`config.mk`:
```
export PLATFORM = sky130hd
export DESIGN_NAME = rsq_sequencer
export DESIGN_NICKNAME = d
export VERILOG_FILES = /design/src/shared/rsq_pkg.sv /design/src/hw/rsq_debounce.sv /design/src/hw/rsq_sequencer.sv
export SDC_FILE = /design/constraint.sdc
export NUM_CORES = 1
export LEC_CHECK = 0
export BUFFER_PORTS_ARGS = -buffer_cell sky130_fd_sc_hd__buf_4
export CORE_ASPECT_RATIO = 1.4
export CORE_MARGIN = 10
export CORE_UTILIZATION = 50
export CTS_BUF_LIST = sky130_fd_sc_hd__clkbuf_2 sky130_fd_sc_hd__clkbuf_4 sky130_fd_sc_hd__clkbuf_8
export CTS_CLUSTER_DIAMETER = 100
export DETAILED_ROUTE_END_ITERATION = 10
export GPL_ROUTABILITY_DRIVEN = 0
export PLACE_DENSITY_LB_ADDON = 0.3
export REMOVE_ABC_BUFFERS = 1
export SLEW_MARGIN = 20
export SYNTH_ARGS = -nofsm -noshare
export SYNTH_HDL_FRONTEND = slang
export SYNTH_SLANG_ARGS = --single-unit
```
`constraint.sdc`:
```
create_clock -name pclk -period 2.7 [get_ports pclk]
set_input_delay 0.135 -clock pclk [delete_from_list [all_inputs] [get_ports pclk]]
set_output_delay 0.135 -clock pclk [all_outputs]
set_load 0.01 [all_outputs]
```
`src/shared/rsq_pkg.sv`:
```
// Purpose: Constants, types and decode helpers for the staged reset sequencer
// Assumes: pclk at 125 MHz, APB register access, three-level straps given as 2-bit codes
// Notes:   Strap code 2'b00 tied low, 2'b01 tied high, 2'b1x left floating
//
// How it works
// - Supply out of tolerance drives all three resets active together.
// - After recovery release first, then second, then third reset only.
// - Released resets stay high until next supply fail or button press; the code also drops them while the software hold bit is set.
// - Delay select decodes tied high, tied low or floating into three delays.
// - Delay select low: first reset held at least 10 ms.
// - Delay select floating: first reset held at least 20 ms.
// - Delay select high: first reset held at least 50 ms.
// - Second reset active period is five times the first.
// - Third reset active period is ten times the first.
// - All delays come from one shared timebase and divider chain.
// - Margin select high picks 5 percent, low picks 10 percent.
// - Margin floating picks 15 percent on 5 V, 20 percent on 3.3 V.
// - Margin select sampled only below lowest trip level, then held.
// - Button press with resets inactive starts a complete new cycle.
// - While the button is held low all resets stay active.
// - Button release starts the staged release with current delay select.
// - Button input debounced and read as not pressed when undriven.
// - Stable button low asserts resets within 1.0 to 2.0 ms.
`default_nettype none
package rsq_pkg;

  typedef enum logic [1:0] {LVL_LOW, LVL_HIGH, LVL_FLOAT} rsq_level_e;
  typedef enum logic [1:0] {MARGIN_5, MARGIN_10, MARGIN_15, MARGIN_20} rsq_margin_e;

  // Clock and timebase
  localparam int unsigned CLK_PERIOD_NS  = 8;
  localparam int unsigned TICK_US        = 1000;
  localparam int unsigned TICK_CYCLES    = TICK_US * 1000 / CLK_PERIOD_NS;
  localparam int unsigned QUALIFY_MIN_US = 1000;
  localparam int unsigned QUALIFY_CYCLES = (QUALIFY_MIN_US * 1000 + CLK_PERIOD_NS - 1)
                                           / CLK_PERIOD_NS;

  // Base delays in timebase ticks (ms) and stage ratios
  localparam logic [9:0] DLY_LOW_MS   = 10'h00a;
  localparam logic [9:0] DLY_FLOAT_MS = 10'h014;
  localparam logic [9:0] DLY_HIGH_MS  = 10'h032;
  localparam logic [9:0] RATIO_SECOND = 10'h005;
  localparam logic [9:0] RATIO_THIRD  = 10'h00a;

  // Register map (byte addresses)
  localparam logic [11:0] ADDR_CTRL    = 12'h000;
  localparam logic [11:0] ADDR_STATUS  = 12'h004;
  localparam logic [11:0] ADDR_ELAPSED = 12'h008;

  // Field positions
  localparam int unsigned CTRL_SOFT_HOLD  = 0;
  localparam int unsigned STAT_RST_LSB    = 0;
  localparam int unsigned STAT_STATE_LSB  = 3;
  localparam int unsigned STAT_DELAY_LSB  = 5;
  localparam int unsigned STAT_MARGIN_LSB = 7;
  localparam int unsigned STAT_BUTTON     = 9;
  localparam int unsigned STAT_FAIL       = 10;

  // Reset values
  localparam logic        CTRL_RESET   = 1'b0;
  localparam rsq_margin_e MARGIN_RESET = MARGIN_10;

  function automatic rsq_level_e level_decode(input logic [1:0] pin);
    rsq_level_e lvl;
    lvl = LVL_FLOAT;
    if (pin == 2'b00) begin
      lvl = LVL_LOW;
    end else if (pin == 2'b01) begin
      lvl = LVL_HIGH;
    end
    return lvl;
  endfunction

  function automatic logic [9:0] delay_ms(input rsq_level_e lvl);
    logic [9:0] d;
    d = DLY_FLOAT_MS;
    case (lvl)
      LVL_LOW:  d = DLY_LOW_MS;
      LVL_HIGH: d = DLY_HIGH_MS;
      default:  d = DLY_FLOAT_MS;
    endcase
    return d;
  endfunction

endpackage
`default_nettype wire

```
`src/hw/rsq_debounce.sv`:
```
// Purpose: Debounce filter for the manual reset pushbutton
// Assumes: Input already synchronous to pclk
// Notes:   Output flips only after the input differs for QUAL_CYCLES in a row
`timescale 1ns/1ps
`default_nettype none
module rsq_debounce #(
  parameter int unsigned QUAL_CYCLES = rsq_pkg::QUALIFY_CYCLES
) (
  // Clock and reset
  input  wire logic pclk,
  input  wire logic presetn,
  // Level in and out
  input  wire logic raw_level,
  output logic      clean_level
);

  logic [17:0] run_q;
  logic        differ;

  assign differ = raw_level != clean_level;

  // Bounce shorter than the window restarts the count
  always_ff @(posedge pclk or negedge presetn) begin
    if (!presetn) begin
      run_q <= 18'h00000;
    end else if (!differ || run_q == 18'(QUAL_CYCLES - 1)) begin
      run_q <= 18'h00000;
    end else begin
      run_q <= run_q + 18'h00001;
    end
  end

  // Idle level is high, the not-pressed state
  always_ff @(posedge pclk or negedge presetn) begin
    if (!presetn) begin
      clean_level <= 1'b1;
    end else if (differ && run_q == 18'(QUAL_CYCLES - 1)) begin
      clean_level <= raw_level;
    end
  end

  a_qualify_window: assert property (@(posedge pclk) disable iff (!presetn)
    $changed(clean_level) |-> $past(run_q) == 18'(QUAL_CYCLES - 1))
    else $error("Button level changed before qualify window");

endmodule
`default_nettype wire

```
`src/hw/rsq_sequencer.sv`:
```
// Purpose: Staged release of three active-low resets with APB status and control
// Assumes: Supply comparator flags and straps arrive synchronous to pclk
// Notes:   Delay and margin straps are 2-bit codes for tied low, tied high, floating
`timescale 1ns/1ps
`default_nettype none
module rsq_sequencer #(
  parameter int unsigned TICK_CYCLES_P    = rsq_pkg::TICK_CYCLES,
  parameter int unsigned QUALIFY_CYCLES_P = rsq_pkg::QUALIFY_CYCLES,
  parameter bit          LOW_VOLT_VARIANT = 1'b0
) (
  // Clock and reset
  input  wire logic        pclk,
  input  wire logic        presetn,
  // APB slave
  input  wire logic [11:0] paddr,
  input  wire logic        psel,
  input  wire logic        penable,
  input  wire logic        pwrite,
  input  wire logic [31:0] pwdata,
  input  wire logic [3:0]  pstrb,
  output logic      [31:0] prdata,
  output logic             pready,
  output logic             pslverr,
  // Supply comparator
  input  wire logic        supply_fail,
  input  wire logic        supply_below_min,
  // Straps
  input  wire logic [1:0]  delay_select,
  input  wire logic [1:0]  supply_margin_select,
  // Pushbutton
  input  wire logic        manual_reset_button_n,
  input  wire logic        button_driven,
  // Reset outputs and trip select
  output logic             first_reset_out_n,
  output logic             second_reset_out_n,
  output logic             third_reset_out_n,
  output logic      [1:0]  supply_trip_level
);

  typedef enum logic [1:0] {ST_HOLD, ST_RELEASE, ST_DONE} rsq_state_e;

  rsq_state_e  state_q;
  logic [16:0] presc_q;
  logic [9:0]  ms_cnt_q;
  logic [9:0]  base_q;
  logic [9:0]  second_ms;
  logic [9:0]  third_ms;
  logic        tick;
  logic        soft_hold_q;
  logic        button_raw;
  logic        button_clean;
  logic        button_pressed;
  logic        cause;
  logic        access;
  logic        complete;
  logic        mapped;
  logic [31:0] rd_mux;

  ////////////////////////////////////////////////////////////////////////////
  // Pushbutton

  // Undriven pad reads as the pulled-up, not-pressed level
  assign button_raw = manual_reset_button_n | ~button_driven;

  rsq_debounce #(
    .QUAL_CYCLES (QUALIFY_CYCLES_P)
  ) u_debounce (
    .pclk        (pclk),
    .presetn     (presetn),
    .raw_level   (button_raw),
    .clean_level (button_clean)
  );

  assign button_pressed = ~button_clean;

  // Any cause forces the hold state; press works from any state
  assign cause = supply_fail | button_pressed | soft_hold_q;

  ////////////////////////////////////////////////////////////////////////////
  // Timebase and divider chain

  assign tick      = presc_q == 17'(TICK_CYCLES_P - 1);
  assign second_ms = 10'(base_q * rsq_pkg::RATIO_SECOND);
  assign third_ms  = 10'(base_q * rsq_pkg::RATIO_THIRD);

  // Prescaler cleared while held so the first tick is a full period
  always_ff @(posedge pclk or negedge presetn) begin
    if (!presetn) begin
      presc_q <= 17'h00000;
    end else if (cause || state_q != ST_RELEASE || tick) begin
      presc_q <= 17'h00000;
    end else begin
      presc_q <= presc_q + 17'h00001;
    end
  end

  // One elapsed count serves all three stages
  always_ff @(posedge pclk or negedge presetn) begin
    if (!presetn) begin
      ms_cnt_q <= 10'h000;
    end else if (cause || state_q == ST_HOLD) begin
      ms_cnt_q <= 10'h000;
    end else if (state_q == ST_RELEASE && tick && ms_cnt_q != third_ms) begin
      ms_cnt_q <= ms_cnt_q + 10'h001;
    end
  end

  // Delay strap read while held; a change mid-release waits for the next hold
  always_ff @(posedge pclk or negedge presetn) begin
    if (!presetn) begin
      base_q <= rsq_pkg::DLY_LOW_MS;
    end else if (state_q == ST_HOLD) begin
      base_q <= rsq_pkg::delay_ms(rsq_pkg::level_decode(delay_select));
    end
  end

  ////////////////////////////////////////////////////////////////////////////
  // Sequencer

  always_ff @(posedge pclk or negedge presetn) begin
    if (!presetn) begin
      state_q <= ST_HOLD;
    end else if (cause) begin
      state_q <= ST_HOLD;
    end else begin
      case (state_q)
        ST_HOLD: begin
          state_q <= ST_RELEASE;
        end
        ST_RELEASE: begin
          if (!third_reset_out_n && ms_cnt_q == third_ms) begin
            state_q <= ST_RELEASE;
          end else if (third_reset_out_n) begin
            state_q <= ST_DONE;
          end
        end
        ST_DONE: begin
          state_q <= ST_DONE;
        end
        default: begin
          state_q <= ST_HOLD;
        end
      endcase
    end
  end

  // Each stage gated by the one before, so order holds whatever the delays
  always_ff @(posedge pclk or negedge presetn) begin
    if (!presetn) begin
      first_reset_out_n <= 1'b0;
    end else if (cause) begin
      first_reset_out_n <= 1'b0;
    end else if (state_q == ST_RELEASE && ms_cnt_q >= base_q) begin
      first_reset_out_n <= 1'b1;
    end
  end

  always_ff @(posedge pclk or negedge presetn) begin
    if (!presetn) begin
      second_reset_out_n <= 1'b0;
    end else if (cause) begin
      second_reset_out_n <= 1'b0;
    end else if (state_q == ST_RELEASE && first_reset_out_n && ms_cnt_q >= second_ms) begin
      second_reset_out_n <= 1'b1;
    end
  end

  always_ff @(posedge pclk or negedge presetn) begin
    if (!presetn) begin
      third_reset_out_n <= 1'b0;
    end else if (cause) begin
      third_reset_out_n <= 1'b0;
    end else if (state_q == ST_RELEASE && second_reset_out_n && ms_cnt_q >= third_ms) begin
      third_reset_out_n <= 1'b1;
    end
  end

  ////////////////////////////////////////////////////////////////////////////
  // Supply margin latch

  // Strap is only trusted while the supply is below every trip level
  always_ff @(posedge pclk or negedge presetn) begin
    if (!presetn) begin
      supply_trip_level <= rsq_pkg::MARGIN_RESET;
    end else if (supply_below_min) begin
      case (rsq_pkg::level_decode(supply_margin_select))
        rsq_pkg::LVL_HIGH: supply_trip_level <= rsq_pkg::MARGIN_5;
        rsq_pkg::LVL_LOW:  supply_trip_level <= rsq_pkg::MARGIN_10;
        default: begin
          supply_trip_level <= LOW_VOLT_VARIANT ? rsq_pkg::MARGIN_20
                                                : rsq_pkg::MARGIN_15;
        end
      endcase
    end
  end

  ////////////////////////////////////////////////////////////////////////////
  // APB slave, one wait state on every access

  assign access   = psel & penable;
  assign complete = access & pready;
  assign mapped   = paddr == rsq_pkg::ADDR_CTRL || paddr == rsq_pkg::ADDR_STATUS ||
                    paddr == rsq_pkg::ADDR_ELAPSED;

  always_comb begin
    rd_mux = 32'h00000000;
    case (paddr)
      rsq_pkg::ADDR_CTRL: begin
        rd_mux[rsq_pkg::CTRL_SOFT_HOLD] = soft_hold_q;
      end
      rsq_pkg::ADDR_STATUS: begin
        rd_mux[rsq_pkg::STAT_RST_LSB +: 3]    = {third_reset_out_n, second_reset_out_n,
                                                 first_reset_out_n};
        rd_mux[rsq_pkg::STAT_STATE_LSB +: 2]  = state_q;
        rd_mux[rsq_pkg::STAT_DELAY_LSB +: 2]  = rsq_pkg::level_decode(delay_select);
        rd_mux[rsq_pkg::STAT_MARGIN_LSB +: 2] = supply_trip_level;
        rd_mux[rsq_pkg::STAT_BUTTON]          = button_pressed;
        rd_mux[rsq_pkg::STAT_FAIL]            = supply_fail;
      end
      rsq_pkg::ADDR_ELAPSED: begin
        rd_mux[9:0] = ms_cnt_q;
      end
      default: begin
        rd_mux = 32'h00000000;
      end
    endcase
  end

  always_ff @(posedge pclk or negedge presetn) begin
    if (!presetn) begin
      pready <= 1'b0;
    end else begin
      pready <= access & ~pready;
    end
  end

  // Read data and error are captured in the wait cycle, held for the completing edge
  always_ff @(posedge pclk or negedge presetn) begin
    if (!presetn) begin
      prdata  <= 32'h00000000;
      pslverr <= 1'b0;
    end else if (access && !pready) begin
      prdata  <= pwrite ? 32'h00000000 : rd_mux;
      pslverr <= ~mapped;
    end else if (!access) begin
      prdata  <= 32'h00000000;
      pslverr <= 1'b0;
    end
  end

  // Software hold acts like a held button without the debounce delay
  always_ff @(posedge pclk or negedge presetn) begin
    if (!presetn) begin
      soft_hold_q <= rsq_pkg::CTRL_RESET;
    end else if (complete && pwrite && paddr == rsq_pkg::ADDR_CTRL && pstrb[0]) begin
      soft_hold_q <= pwdata[rsq_pkg::CTRL_SOFT_HOLD];
    end
  end

  ////////////////////////////////////////////////////////////////////////////
  // Checks

  a_fail_all_active: assert property (@(posedge pclk) disable iff (!presetn)
    supply_fail |=> !first_reset_out_n && !second_reset_out_n && !third_reset_out_n)
    else $error("Supply fail did not assert all resets");

  a_release_order: assert property (@(posedge pclk) disable iff (!presetn)
    (!first_reset_out_n |-> !second_reset_out_n) and
    (!second_reset_out_n |-> !third_reset_out_n))
    else $error("Reset outputs released out of order");

  a_stay_released: assert property (@(posedge pclk) disable iff (!presetn)
    (first_reset_out_n && !cause |=> first_reset_out_n) and
    (second_reset_out_n && !cause |=> second_reset_out_n) and
    (third_reset_out_n && !cause |=> third_reset_out_n))
    else $error("Released reset dropped without cause");

  a_base_decode: assert property (@(posedge pclk) disable iff (!presetn)
    $past(state_q) == ST_HOLD && state_q != ST_DONE && $past(presetn) |->
      base_q == rsq_pkg::delay_ms(rsq_pkg::level_decode($past(delay_select))))
    else $error("Base delay does not match delay select");

  a_first_min_time: assert property (@(posedge pclk) disable iff (!presetn)
    $rose(first_reset_out_n) |-> ms_cnt_q == base_q && base_q >= rsq_pkg::DLY_LOW_MS)
    else $error("First reset released before its delay");

  a_second_ratio: assert property (@(posedge pclk) disable iff (!presetn)
    $rose(second_reset_out_n) |-> ms_cnt_q == 10'(base_q * rsq_pkg::RATIO_SECOND))
    else $error("Second reset period not five times the first");

  a_third_ratio: assert property (@(posedge pclk) disable iff (!presetn)
    $rose(third_reset_out_n) |-> ms_cnt_q == 10'(base_q * rsq_pkg::RATIO_THIRD))
    else $error("Third reset period not ten times the first");

  a_margin_hold: assert property (@(posedge pclk) disable iff (!presetn)
    !$past(supply_below_min) && $past(presetn) |-> $stable(supply_trip_level))
    else $error("Margin setting changed above lowest trip");

  a_margin_float: assert property (@(posedge pclk) disable iff (!presetn)
    supply_below_min && supply_margin_select[1] |=>
      supply_trip_level == (LOW_VOLT_VARIANT ? rsq_pkg::MARGIN_20 : rsq_pkg::MARGIN_15))
    else $error("Floating margin select decoded wrongly");

  a_restart_zero: assert property (@(posedge pclk) disable iff (!presetn)
    cause |=> ms_cnt_q == 10'h000 && state_q == ST_HOLD ##1 !cause [*2] |->
      state_q == ST_RELEASE)
    else $error("Cause did not restart the count");

  a_button_holds: assert property (@(posedge pclk) disable iff (!presetn)
    button_pressed [*2] |-> !first_reset_out_n)
    else $error("Held button did not keep resets active");

endmodule
`default_nettype wire

```
==> flow_summary.ini <==
[run_status]
outcome = complete, no violations

[floorplanning]
dieArea_mm2 = 0.0125
coreArea_mm2 = 0.00820
fp.dieW_um = 97.6
rows = 39
die_h_um = 129
start_util_pct = 51.4
ios = 100

[yosys]
synth-compound-area-share_pct = 10.3
synth_area_leaders = dfrtp_1, ha_1, nor2_1, xor2_1, buf_4
synth_edf_count = 0
async_flop_share_pct = 100
synthMuxAreaShare_pct = 2.08
netlist_area_mm2 = 0.00421
synth_adder_area_share_pct = 7.84
synth_xor_area_share_pct = 8.26
synth_top_area_share_pct = 40.4
synthCells = 440
ys_seq_area_share_pct = 42.9
ys.flop_type = dfrtp_1
synth_cell_types = 61
synth_top_cell_by_area = dfrtp_1
synth_area_per_cell_um2 = 9.57
synth_warnings = 0
synth-simple-area-share_pct = 22.2
synth_top_family_by_area = simple AND/OR/NAND/NOR gates
ys_seq_elements = 72

[timing]
finalSetupViolations = 0
slew_violations = 0
tightest_slew_ps = 901
slew_headroom_pct = 39.9
finalHoldViolCount = 0
period_needed_ps = 2680
max_clock_freq_ghz = 0.373
setup_tns_ps = 0
rsz0062_at_grt = yes
fin_skew_ps = 10.9
setup_ws_ps = 21.6
period_share_pct = 99.2

[power_and_ir_drop]
p_leak_nw = 2.23
pwr_density_cell_mw_per_mm2 = 467
internal_power_mw = 1.75
pwr-share-comb_pct = 10.7
clkPwrFrac_pct = 40.1
switching_share_pct = 24.5
ir_drop_uv = 362
p_sw_mw = 0.568
p_seq_share_pct = 49.2

[clocking]
cts_inserted_buffers = 9
cts_buffer_depth = 2
cts-root-buf = clkbuf_8
insertion_delay_ps = 360
cts_tree = done
clock_sinks = 72
clk_pin_slew_ps = 80
htreeDepth = 3

[route]
wl_per_cell_um = 15.3
drt_iter0_drc = 261
firstDrtPassIters = 5
via_per_inst = 5.40
drc_errors = 0
detail-route-antenna-nets = 0
num_vias = 3282
drt-total-wl_um = 9280

[critical_path]
cp.required_ps = 2920
cp.arrival_ps = 2900
crit_type = register to register
cp-end-kind = register
crit_fanout = 4
cp-start-kind = register

[placed_design]
dp.cells = 587
io_buffer_count = 44
post_dp_cell_area_mm2 = 0.00463
place_ws_ps = -62.4
dp_hpwl_um = 6910

[layout]
layout-drive-gt1-share_pct = 21.7
stdcell_area_mm2 = 0.00497
final_nets = 587
area_delta_synth_final_pct = 18.0
n_antenna_cell = 0
stdcell_count = 608
utilization_pct = 60.6

[min_path]
hold_path_class = input port to register

[grt]
antenna_found_initial = 0
grt_pass1_wl_um = 15400
grtUsageTotal_pct = 14.6
grt_pass1_vias = 3331
grt_max_degree = 73
grt-ovfl-total = 0

[run]
drv_cap = 0
## synth_stat cells, types with 2 or more instances
| library cell | instances |
|---|---|
| dfrtp_1 | 68 |
| nor2_1 | 58 |
| nand2_1 | 36 |
| ha_1 | 24 |
| nand3_1 | 22 |
| o21ai_0 | 22 |
| buf_4 | 21 |
| xor2_1 | 21 |
| inv_1 | 19 |
| xnor2_1 | 16 |
| or3_1 | 11 |
| a21oi_1 | 10 |
| and3_1 | 10 |
| a22oi_1 | 8 |
| nor3_1 | 8 |
| clkbuf_1 | 6 |
| mux2_2 | 6 |
| nand4_1 | 6 |
| o21a_1 | 5 |
| dfstp_2 | 4 |
| nor4_1 | 4 |
| and4b_1 | 3 |
| buf_2 | 3 |
| nand2b_1 | 3 |
| a21o_2 | 2 |
| a31oi_1 | 2 |
| a32o_1 | 2 |
| mux2i_1 | 2 |
| nor2b_1 | 2 |
| nor3b_1 | 2 |
| o2111ai_1 | 2 |
| o31ai_1 | 2 |
| or2_2 | 2 |
## layout make-up
type                    count  area (µm²)
multi-input cells         339        2290
clock inverters             6        83.8
flip-flops and latches     72        1810
inverters                  19        71.3
repair buffers             60         458
clock buffers              10         131
fillers                   711        3230
well taps                 102         128
## worst max-delay path, cell delays in order (launching register included)
cell      delay, ps
dfstp_2         580
ha_4            150
ha_4            120
inv_2            40
fa_2            360
nor2b_1         110
o21ai_1          90
ha_1            310
and4_4          230
a211oi_4        300
a21o_2          190
a21oi_2          50
## state kept, by name (all words and copies together) (netlist names), 2 cells and up
| name | cells |
|---|---|
| presc_q | 17 |
| ms_cnt_q | 10 |
| base_q | 5 |
| state_q | 2 |
| prdata | 11 |
| supply_trip_level | 2 |
| u_debounce.run_q | 18 |
## power by group through the flow
stage | combinational, mW | clock [mW] | sequential, mW
after detailed placement | 0.229 | 0 | 1.16
after floorplan | 0.130 | 0 | 1.16
after global routing | 0.282 | 1.00 | 1.15
after CTS | 0.239 | 0.952 | 1.14
after global placement | 0.220 | 0 | 1.16
final | 0.249 | 0.929 | 1.14
## cell families (layout without fill, tap and decap cells)
family / Yosys count / after routing
buf+inv: 49 / 95
fa+ha+maj: 26 / 26
other cells: 1 / 21
mux: 8 / 8
xor+xnor: 38 / 38
compound gates: 65 / 65
simple gates: 181 / 181
flops: 72 / 72
## worst paths after layout
check	slack, ps	start	end	cells after the start
setup reg to reg	20	base_q[3]$_DFFE_PN1P_	ms_cnt_q[8]$_DFFE_PN0P_	11
setup / recovery	20	base_q[3]$_DFFE_PN1P_	ms_cnt_q[8]$_DFFE_PN0P_	11
max in group asynchronous	1670	presetn	presc_q[14]$_DFF_PN0_	2
min in group asynchronous	430	presetn	u_debounce.run_q[15]$_DFF_PN0_	2
hold / removal	30	supply_margin_select[1]	supply_trip_level[1]$_DFFE_PN0P_	2
hold reg to reg	470	presc_q[0]$_DFF_PN0_	presc_q[0]$_DFF_PN0_	1
## placed cells by master, fill, tap and decap left out, drive strengths merged, types with 16 or more instances in the layout
| master | count |
|---|---|
| nand2 | 36 |
| xnor2 | 16 |
| nand3 | 23 |
| inv | 19 |
| conb | 21 |
| nor2 | 58 |
| ha | 24 |
| dfrtp | 68 |
| buf | 57 |
| xor2 | 21 |
| o21ai | 23 |
## through the flow
stage	hold slack [ps]	total power, mW
3_5_place_dp	319	1.39
6_report	28.8	2.32
3_3_place_gp	315	1.38
5_1_grt	18.8	2.43
2_1_floorplan	-161	1.29
4_1_cts	7.29	2.33
## per-layer routing
metal / GRT usage, % / wire length (µm) / share of wire (%)
met2: 25.1 / 4840 / 52
met1: 17.0 / 3880 / 42
met5: 0 / 0 / 0
met3: 4.07 / 415 / 4.5
met4: 5.57 / 149 / 1.6
## timing repair
| item | in CTS | in global routing |
|---|---|---|
| hold buffers | 3 | 0 |
| hold endpoints to repair | 70 | 0 |
| pin swaps | 2 | 9 |
| endpoints found under the setup margin | 7 | 8 |
| buffers inserted | 1 | 1 |
| gates resized for setup | 4 | 13 |
No activity file was read; power rests on OpenSTA's default activity.
